[src/wdt_defs.svh]
`ifndef WDT_DEFS_SVH
`define WDT_DEFS_SVH

// Counter geometry
`define WDT_CNT_W      15
`define WDT_CNT_RELOAD 15'h7FFF

// Prescaler geometry and terminal counts (ratio minus one)
`define WDT_PRE_W      7
`define WDT_PRE_TC_2   7'h01
`define WDT_PRE_TC_16  7'h0F
`define WDT_PRE_TC_128 7'h7F

// Reset values of the control bits
`define WDT_RST_UNLOCK    1'b0
`define WDT_RST_UFL_RESET 1'b0
`define WDT_RST_OSC_SRC   1'b0
`define WDT_RST_PRESCALE  1'b0

`endif

[src/wdt_pkg.sv]
package wdt_pkg;

  // Activity state of the watchdog
  typedef enum logic [0:0] {
    WDT_IDLE  = 1'b0,
    WDT_COUNT = 1'b1
  } wdt_state_t;

endpackage : wdt_pkg

[src/wdt_tick_if.sv]
interface wdt_tick_if;
  logic run;        // Prescaler may advance
  logic clear;      // Restart the prescaler phase
  logic sub_clk;    // CPU runs from the sub clock
  logic div_sel;    // Prescale select, 1 = 128
  logic tick;       // One-cycle prescaler output

  modport core
  (
    output run,
    output clear,
    output sub_clk,
    output div_sel,
    input  tick
  );

  modport pre
  (
    input  run,
    input  clear,
    input  sub_clk,
    input  div_sel,
    output tick
  );
endinterface : wdt_tick_if

[src/wdt_prescaler.sv]
`include "wdt_defs.svh"

module wdt_prescaler
  import wdt_pkg::*;
(
  // Clock and reset
  input  wire logic   core_clk_i,
  input  wire logic   srst_i,
  // Tick link to the counter
  wdt_tick_if.pre     tick_if
);

  logic [`WDT_PRE_W-1:0] phase_reg;
  logic [`WDT_PRE_W-1:0] term;

  // Division ratio: sub clock forces 2, else 16 or 128
  always_comb
  begin
    if (tick_if.sub_clk)
      term = `WDT_PRE_TC_2;
    else if (tick_if.div_sel)
      term = `WDT_PRE_TC_128;
    else
      term = `WDT_PRE_TC_16;
  end

  // Phase counter, held while frozen, cleared on restart
  always_ff @(posedge core_clk_i)
  begin
    if (srst_i || tick_if.clear)
      phase_reg <= '0;
    else if (tick_if.run)
    begin
      if (phase_reg >= term)
        phase_reg <= '0;
      else
        phase_reg <= phase_reg + 7'h01;
    end
  end

  // Tick once per full prescaler period
  assign tick_if.tick = tick_if.run && !tick_if.clear && (phase_reg >= term);

endmodule : wdt_prescaler

[src/wdt_core.sv]
`include "wdt_defs.svh"

module wdt_core
  import wdt_pkg::*;
(
  // Clock and reset
  input  wire logic                  core_clk_i,
  input  wire logic                  srst_i,
  // Software writes
  input  wire logic                  restart_wr_i,
  input  wire logic                  unlock_wr_i,
  input  wire logic                  unlock_data_i,
  input  wire logic                  mode_one_wr_i,
  input  wire logic                  mode_one_data_i,
  input  wire logic                  mode_two_wr_i,
  input  wire logic                  mode_two_data_i,
  input  wire logic                  control_wr_i,
  input  wire logic                  control_data_i,
  input  wire logic                  stop_req_wr_i,
  input  wire logic                  stop_req_data_i,
  // System state
  input  wire logic                  sub_clk_cpu_i,
  input  wire logic                  sysclk_select_i,
  input  wire logic                  stop_mode_i,
  input  wire logic                  wait_mode_i,
  input  wire logic                  osc_clk_pin_i,
  // Results and status
  output logic                       wdt_irq_o,
  output logic                       wdt_reset_o,
  output logic                       stop_enter_o,
  output logic                       osc_enable_o,
  output logic                       active_o,
  output logic [`WDT_CNT_W-1:0]      count_o,
  output logic                       mode_write_unlock_o,
  output logic                       wdt_underflow_reset_sel_o,
  output logic                       wdt_osc_source_sel_o,
  output logic                       wdt_prescale_sel_o
);

  ////////////////////////////////////////////////////////////////////////
  // Control bits

  wdt_state_t            state_reg;
  logic [`WDT_CNT_W-1:0] count_reg;
  logic                  unlock_reg;
  logic                  ufl_reset_reg;
  logic                  osc_src_reg;
  logic                  prescale_reg;
  logic                  osc_s1_reg;
  logic                  osc_s2_reg;
  logic                  osc_s3_reg;
  logic                  osc_level_reg;
  logic                  osc_tick;
  logic                  run;
  logic                  tick;
  logic                  underflow;

  // Write-unlock bit
  always_ff @(posedge core_clk_i)
  begin
    if (srst_i)
      unlock_reg <= `WDT_RST_UNLOCK;
    else if (unlock_wr_i)
      unlock_reg <= unlock_data_i;
  end

  // Underflow action: gated by unlock, can only be set
  always_ff @(posedge core_clk_i)
  begin
    if (srst_i)
      ufl_reset_reg <= `WDT_RST_UFL_RESET;
    else if (mode_one_wr_i && unlock_reg)
      ufl_reset_reg <= ufl_reset_reg | mode_one_data_i;
  end

  // Oscillator count source select, gated by unlock
  always_ff @(posedge core_clk_i)
  begin
    if (srst_i)
      osc_src_reg <= `WDT_RST_OSC_SRC;
    else if (mode_two_wr_i && unlock_reg)
      osc_src_reg <= mode_two_data_i;
  end

  // Prescale select
  always_ff @(posedge core_clk_i)
  begin
    if (srst_i)
      prescale_reg <= `WDT_RST_PRESCALE;
    else if (control_wr_i)
      prescale_reg <= control_data_i;
  end

  ////////////////////////////////////////////////////////////////////////
  // System side effects

  // Stop request accepted only outside protective mode
  always_ff @(posedge core_clk_i)
  begin
    if (srst_i)
      stop_enter_o <= 1'b0;
    else
      stop_enter_o <= stop_req_wr_i && stop_req_data_i && !osc_src_reg;
  end

  // Oscillator enable: own select or system clock select
  always_ff @(posedge core_clk_i)
  begin
    if (srst_i)
      osc_enable_o <= 1'b0;
    else
      osc_enable_o <= osc_src_reg || sysclk_select_i;
  end

  ////////////////////////////////////////////////////////////////////////
  // Oscillator pin synchroniser and edge detect

  always_ff @(posedge core_clk_i)
  begin
    if (srst_i)
    begin
      osc_s1_reg <= 1'b0;
      osc_s2_reg <= 1'b0;
      osc_s3_reg <= 1'b0;
    end
    else
    begin
      osc_s1_reg <= osc_clk_pin_i;
      osc_s2_reg <= osc_s1_reg;
      osc_s3_reg <= osc_s2_reg;
    end
  end

  // Settled oscillator level, follows only once s2 and s3 agree
  always_ff @(posedge core_clk_i)
  begin
    if (srst_i)
      osc_level_reg <= 1'b0;
    else if (osc_s2_reg == osc_s3_reg)
      osc_level_reg <= osc_s3_reg;
  end

  // Rising edge counted once s2 and s3 agree high
  assign osc_tick = osc_s2_reg && osc_s3_reg && !osc_level_reg;

  ////////////////////////////////////////////////////////////////////////
  // Prescaler and count source

  wdt_tick_if tick_if ();

  // Frozen in stop and wait, both ignored in protective mode
  assign run = (state_reg == WDT_COUNT) && !restart_wr_i
               && !(stop_mode_i && !osc_src_reg)
               && !(wait_mode_i && !osc_src_reg);

  assign tick_if.run     = run && !osc_src_reg;
  assign tick_if.clear   = restart_wr_i;
  assign tick_if.sub_clk = sub_clk_cpu_i;
  assign tick_if.div_sel = prescale_reg;

  wdt_prescaler u_prescaler
  (
    .core_clk_i (core_clk_i),
    .srst_i     (srst_i),
    .tick_if    (tick_if.pre)
  );

  // Protective mode counts oscillator edges directly
  assign tick = osc_src_reg ? (run && osc_tick) : tick_if.tick;
  assign underflow = tick && (count_reg == '0);

  ////////////////////////////////////////////////////////////////////////
  // Activity state and counter

  // Idle after reset until the first restart write
  always_ff @(posedge core_clk_i)
  begin
    if (srst_i)
      state_reg <= WDT_IDLE;
    else if (restart_wr_i)
      state_reg <= WDT_COUNT;
  end

  // Down counter with reload on restart and underflow
  always_ff @(posedge core_clk_i)
  begin
    if (srst_i)
      count_reg <= `WDT_CNT_RELOAD;
    else if (restart_wr_i)
      count_reg <= `WDT_CNT_RELOAD;
    else if (tick)
      count_reg <= count_reg - 15'h0001;
  end

  // Underflow outcome pulses
  always_ff @(posedge core_clk_i)
  begin
    if (srst_i)
    begin
      wdt_irq_o   <= 1'b0;
      wdt_reset_o <= 1'b0;
    end
    else
    begin
      wdt_irq_o   <= underflow && !ufl_reset_reg;
      wdt_reset_o <= underflow && ufl_reset_reg;
    end
  end

  ////////////////////////////////////////////////////////////////////////
  // Registered status outputs

  always_ff @(posedge core_clk_i)
  begin
    if (srst_i)
    begin
      active_o                  <= 1'b0;
      count_o                   <= `WDT_CNT_RELOAD;
      mode_write_unlock_o       <= `WDT_RST_UNLOCK;
      wdt_underflow_reset_sel_o <= `WDT_RST_UFL_RESET;
      wdt_osc_source_sel_o      <= `WDT_RST_OSC_SRC;
      wdt_prescale_sel_o        <= `WDT_RST_PRESCALE;
    end
    else
    begin
      active_o                  <= (state_reg == WDT_COUNT);
      count_o                   <= count_reg;
      mode_write_unlock_o       <= unlock_reg;
      wdt_underflow_reset_sel_o <= ufl_reset_reg;
      wdt_osc_source_sel_o      <= osc_src_reg;
      wdt_prescale_sel_o        <= prescale_reg;
    end
  end

endmodule : wdt_core

[config.mk]
export PLATFORM = sky130hd
export DESIGN_NAME = wdt_core
export DESIGN_NICKNAME = d
export VERILOG_FILES = /design/src/wdt_pkg.sv /design/src/wdt_tick_if.sv /design/src/wdt_prescaler.sv /design/src/wdt_core.sv
export VERILOG_INCLUDE_DIRS = /design/src
export SDC_FILE = /design/constraint.sdc
export NUM_CORES = 1
export LEC_CHECK = 0
export BUFFER_PORTS_ARGS = -buffer_cell sky130_fd_sc_hd__buf_2
export CAP_MARGIN = 20
export CORE_AREA = 5 5 95 97
export CTS_BUF_LIST = sky130_fd_sc_hd__clkbuf_4
export DETAILED_ROUTE_END_ITERATION = 8
export DIE_AREA = 0 0 100 102
export SLEW_MARGIN = 20
export SYNTH_ARGS = -nofsm -noshare
export SYNTH_HDL_FRONTEND = slang
export SYNTH_SLANG_ARGS = --single-unit
[constraint.sdc]
create_clock -name core_clk_i -period 2.2 [get_ports core_clk_i]
set_input_delay 0.44 -clock core_clk_i [delete_from_list [all_inputs] [get_ports core_clk_i]]
set_output_delay 0.44 -clock core_clk_i [all_outputs]
set_load 0.1 [all_outputs]
=== Word-level counts from Yosys, hierarchy flattened ===
Index checks and enable logic that the tools add are counted.

* Add/sub/neg operators: 2
* Magnitude comparators: 1
* Equal/unequal tests: 1
* Muxes and demuxes: 4
* Bitwise logic cells: 1
* Reductions and logical operators: 28

{| class="wikitable"
|+ Operators by type and width
! operator !! number
|-
| 7-bit 2-to-1 mux || 3
|-
| 1-bit logical AND || 18
|-
| 15-bit logical NOT || 1
|-
| 15-bit by 1-bit subtractor with 15-bit output, second input constant || 1
|-
| 7-bit by 1-bit adder with 7-bit output, second input constant || 1
|-
| 7-bit greater-or-equal comparator || 1
|-
| 1-bit logical NOT || 6
|-
| 1-bit logical OR || 2
|-
| 2-bit OR reduction || 1
|-
| 1-bit == test || 1
|-
| 1-bit 2-to-1 mux || 1
|-
| 1-bit bitwise OR || 1
|}

* Register bits: 55
* Input bits: 18
* Output and inout port bits: 24
* Logic and storage cells: 58

=== Logic depth before layout (Yosys ltp) ===
* Depth after elaboration: 11
* Gate-level depth with buffers: 8
* Mapped depth without buffers: 7

=== Hierarchy ===
Synthesis repeated with hierarchy kept, for this count alone.

* Cell total of the unflattened synthesis: 210
* Area total of the unflattened synthesis: 2178.3 µm²

{| class="wikitable"
|+ By module, submodules not included
! module !! instances !! cells each !! area an instance (µm²) !! sequential area each (µm²)
|-
| wdt_core || 1 || 161 || 1716.6 || 960.9
|-
| wdt_prescaler || 1 || 49 || 461.7 || 140.1
|}

=== Worst setup path before layout ===
No wires, ideal clock.

* Path kind: input-to-reg
* Start point: input sub_clk_cpu_i
* End point: register count_reg[12]
* Setup time: 0.128 ns
* Data arrival time: 1.992 ns
* Required time: 2.072 ns
* Path slack: 0.080 ns
* Cell stages on the path: 8
* Buffers on the path: 1
* Path through: nand2b_1 -> ha_1 -> nand2_1 -> nor4_1 -> clkbuf_1 -> o2111ai_1 -> a211oi_1 -> a31oi_1

* Word-level cells in the longest chain between the ends: 4

{| class="wikitable"
|+ Ends and longest elaborated chain
! what !! line !! RTL
|-
| start: declaration || wdt_core.sv:22 || <nowiki>input wire logic sub_clk_cpu_i,</nowiki>
|-
| 7-bit 2-to-1 mux || wdt_prescaler.sv:19 || <nowiki>if (tick_if.sub_clk)</nowiki>
|-
| 7-bit greater-or-equal comparator || wdt_prescaler.sv:42 || <nowiki>assign tick_if.tick = tick_if.run && !tick_if.clear && (phase_reg >= term);</nowiki>
|-
| 1-bit logical AND || wdt_prescaler.sv:42 ||
|-
| 1-bit 2-to-1 mux || wdt_core.sv:169 || <nowiki>assign tick = osc_src_reg ? (run && osc_tick) : tick_if.tick;</nowiki>
|-
| end signal: assignment || wdt_core.sv:188 || <nowiki>count_reg <= `WDT_CNT_RELOAD;</nowiki>
|-
| end signal: assignment || wdt_core.sv:190 || <nowiki>count_reg <= `WDT_CNT_RELOAD;</nowiki>
|-
| end signal: assignment || wdt_core.sv:192 || <nowiki>count_reg <= count_reg - 15'h0001;</nowiki>
|-
| end: declaration || wdt_core.sv:44 || <nowiki>logic [`WDT_CNT_W-1:0] count_reg;</nowiki>
|}

Every way passes these cells.
A chain may end at the register's enable or synchronous reset.

=== Worst setup path in the final report ===
* Start point: register prescale_reg
* End point: register count_reg[12]

* Word-level cells in the longest chain between the ends: 5

{| class="wikitable"
|+ Ends and longest elaborated chain
! what !! line !! RTL
|-
| start: declaration || wdt_core.sv:48 || <nowiki>logic prescale_reg;</nowiki>
|-
| start signal: assignment || wdt_core.sv:89 || <nowiki>prescale_reg <= `WDT_RST_PRESCALE;</nowiki>
|-
| start signal: assignment || wdt_core.sv:91 || <nowiki>prescale_reg <= control_data_i;</nowiki>
|-
| 7-bit 2-to-1 mux || wdt_prescaler.sv:21 || <nowiki>else if (tick_if.div_sel)</nowiki>
|-
| 7-bit 2-to-1 mux || wdt_prescaler.sv:19 ||
|-
| 7-bit greater-or-equal comparator || wdt_prescaler.sv:42 ||
|-
| 1-bit logical AND || wdt_prescaler.sv:42 ||
|-
| 1-bit 2-to-1 mux || wdt_core.sv:169 ||
|}

Every way passes these cells.

==> run metrics <==
Critical Path Start prescale_reg$_SDFFE_PP0P_; RSZ-0062 raised after global routing yes; Pwr Total 1.57 mW; initial antenna violation count 0; endpoints failing hold 0; # diodes 0; critical path fanouts, max 10; Worst EP arrival 2.32 ns; Non-Filler Instances roughly 420; RR Startpoint prescale_reg$_SDFFE_PP0P_; iteration count of the initial detailed-routing pass 4; Clk Latency, worst-skew pair 0.38 ns; Num CTS Buffers 5; Rel. slew slack 0.676; synth unique cells 39; core area 8050 µm²; Clk pin slew, worst setup/hold paths 0.16 ns; GPL Wtd Cong 0.794; Yosys reg bits 55; wire per inst 12.0 µm; number of global-route vias before repair 1828; Finish-stage setup viols 0; Crit. End Element register; Final Cell Area 2820 µm²; Gate power share 0.073; hold_sp sysclk_select_i; Slew @ Worst Pin around 0.5 ns; worst hold slack about 0.26 ns; drt total wl 4.98 mm; part of the power in registers 0.646; CTS tree done; Yosys warning count 0; clock buffer depth 2; CTS sink cnt 55; Clock Tree Root clkbuf_4; Clock Skew 0.0150 ns; # IOs 42; Port Buffers 41; H-tree Lvls 2; die area between 10000 and 15000 µm²; Final Critical Period roughly 2.0 ns; Syn Area/Cell 8.96 µm²; placed cell count 409; Setup CP Type register to register; run status completed; Mapped Cells 263; share of layout cells above drive strength 1 0.224; Starting Density 0.293; fin nets 338; Vias/cell 4.73; syn_nets 290; sw frac 0.255; post-synthesis to final-layout area growth 19.8%; Startpoint Class register; placed inst area around 2800 µm²; maximum vdd drop 164 µV; Hold WC Path Type primary input to register; pin count of the biggest net entering global routing 19; chip height 102 µm; fmax 490 MHz; CP required 2.48 ns; fin. max-slew vios 0; Static Leakage 1.04 nW; Internal Power 1.17 mW; Fillers 858; row count 33; sw power 0.400 mW; Power Dens Cells between 500 and 600 nW/µm²; fin crit share 0.927; r2r setup slk roughly 0.16 ns; first-pass GRT wire length 8.55 mm; FF/Latch Area ~1100 µm²; # DRC 0; Synth Cell Area 2360 µm²; GR Util All Layers 0.102; HPWL Detailed 3.61 mm; ANT nets after route 0; via count 1971; initial DRC count 84; Die Width 100 µm; total gr overflow 0; Clk pwr share 0.281; register area share after synthesis 0.467; Setup TNS 0 ns; max-cap check violation count 0; footprint of the multi-input gates roughly 1200 µm²
[layer usage]
| layer | global-route usage | up-vias | part of all wire |
|---|---|---|---|
| li1 | - | 1028 | - |
| met5 | 0 | - | 0 |
| met1 | 0.124 | 913 | 0.46 |
| met2 | 0.177 | 24 | 0.48 |
| met4 | 0.0342 | 0 | 0.014 |
| met3 | 0.0266 | 6 | 0.045 |
[final timing paths]
kind,to,cells after the start
min,osc_enable_o$_SDFF_PP0_,3
max,count_reg[12]$_SDFFE_PP1P_,8
min reg2reg,wdt_irq_o$_SDFF_PP0_,1
max reg2reg,count_reg[12]$_SDFFE_PP1P_,8
[synthesized netlist by cell type, drive strengths merged]
cell type / instances / area [µm²]
nand4b: 1 / 8.76
inv: 4 / 15.0
dfxtp: 55 / 1100
and3b: 1 / 8.76
or4: 2 / 18.8
nor3: 9 / 45.0
or3: 6 / 37.5
a21oi: 16 / 80.1
nor4bb: 1 / 10.0
nand3: 13 / 65.1
a31o: 1 / 8.76
buf: 2 / 8.75
o21ai: 8 / 40.0
nor2: 31 / 116
ha: 9 / 113
mux2i: 5 / 50.1
nor3b: 3 / 32.5
nand4: 2 / 12.5
a211oi: 5 / 37.5
xor2: 2 / 17.5
or2: 16 / 100
a21boi: 1 / 7.51
nand2b: 4 / 25.0
clkbuf: 12 / 45.0
a31oi: 9 / 56.3
a41oi: 1 / 8.76
nor4b: 1 / 8.76
nand2: 20 / 77.6
a2111oi: 1 / 27.5
and2: 1 / 6.26
nor4: 3 / 33.8
nor2b: 10 / 62.6
o2111ai: 8 / 70.1
[critical path: stages (launching register included)]
cell and delay, ns:
dfxtp_1 0.37, nand2b_1 0.10, ha_1 0.31, nand2_1 0.08
nor4_2 0.34, buf_4 0.25, o2111ai_1 0.16, a211oi_1 0.26
a31oi_1 0.06
[placed cells by master, fill, tap and decap left out, types with 6 or more instances in the layout]
cell        n
buf_2      41
or3_1       6
buf_4      13
a31oi_1     9
o2111ai_1   8
nand2_1    19
nor2_1     31
ha_1        9
nand3_1    13
nor2b_1    10
or2_1      16
dfxtp_1    55
nor3_1      9
a21oi_1    16
[power by group through the flow]
stage / combinational, mW / sequential, mW / clock, mW
finish: 0.115 / 1.01 / 0.441
global route: 0.124 / 1.02 / 0.498
CTS: 0.116 / 1.01 / 0.470
detailed placement: 0.115 / 1.04 / 0
global placement: 0.114 / 1.04 / 0
floorplan: 0.0419 / 1.07 / 0
[metrics by stage]
stage,setup slack (ns),util
3_5_place_dp,-0.134,0.342
2_1_floorplan,0.0795,-
5_1_grt,-0.0265,0.350
6_report,0.160,0.350
4_1_cts,0.100,0.349
3_3_place_gp,-0.0967,0.342
[kinds of logic (layout without fill, tap and decap cells)]
logic type / Yosys count / after routing / synth area share
muxes: 5 / 5 / 0.0212
DFF: 55 / 55 / 0.467
and+or+nand+nor: 124 / 124 / 0.284
buffers and inverters: 18 / 67 / 0.0292
xor gates and xnor gates: 2 / 2 / 0.00744
adders and majority gates: 9 / 9 / 0.0478
AOI/OAI and AO/OA: 50 / 50 / 0.143
[repair_timing]
action,CTS,global route
hold buffers,0,0
setup endpoints to repair,0,11
setup buffers,0,0
resized for setup,0,2
[cell type report]
cell class	instances	area share
repair buffers	55	0.114
flip-flops and latches	55	0.390
clock inverters	3	0.00621
clock buffers	5	0.0133
well taps	105	0.0466
multi-input cells	190	0.424
inverters	4	0.00532
Note: power is estimated with default switching activity, not from simulation.
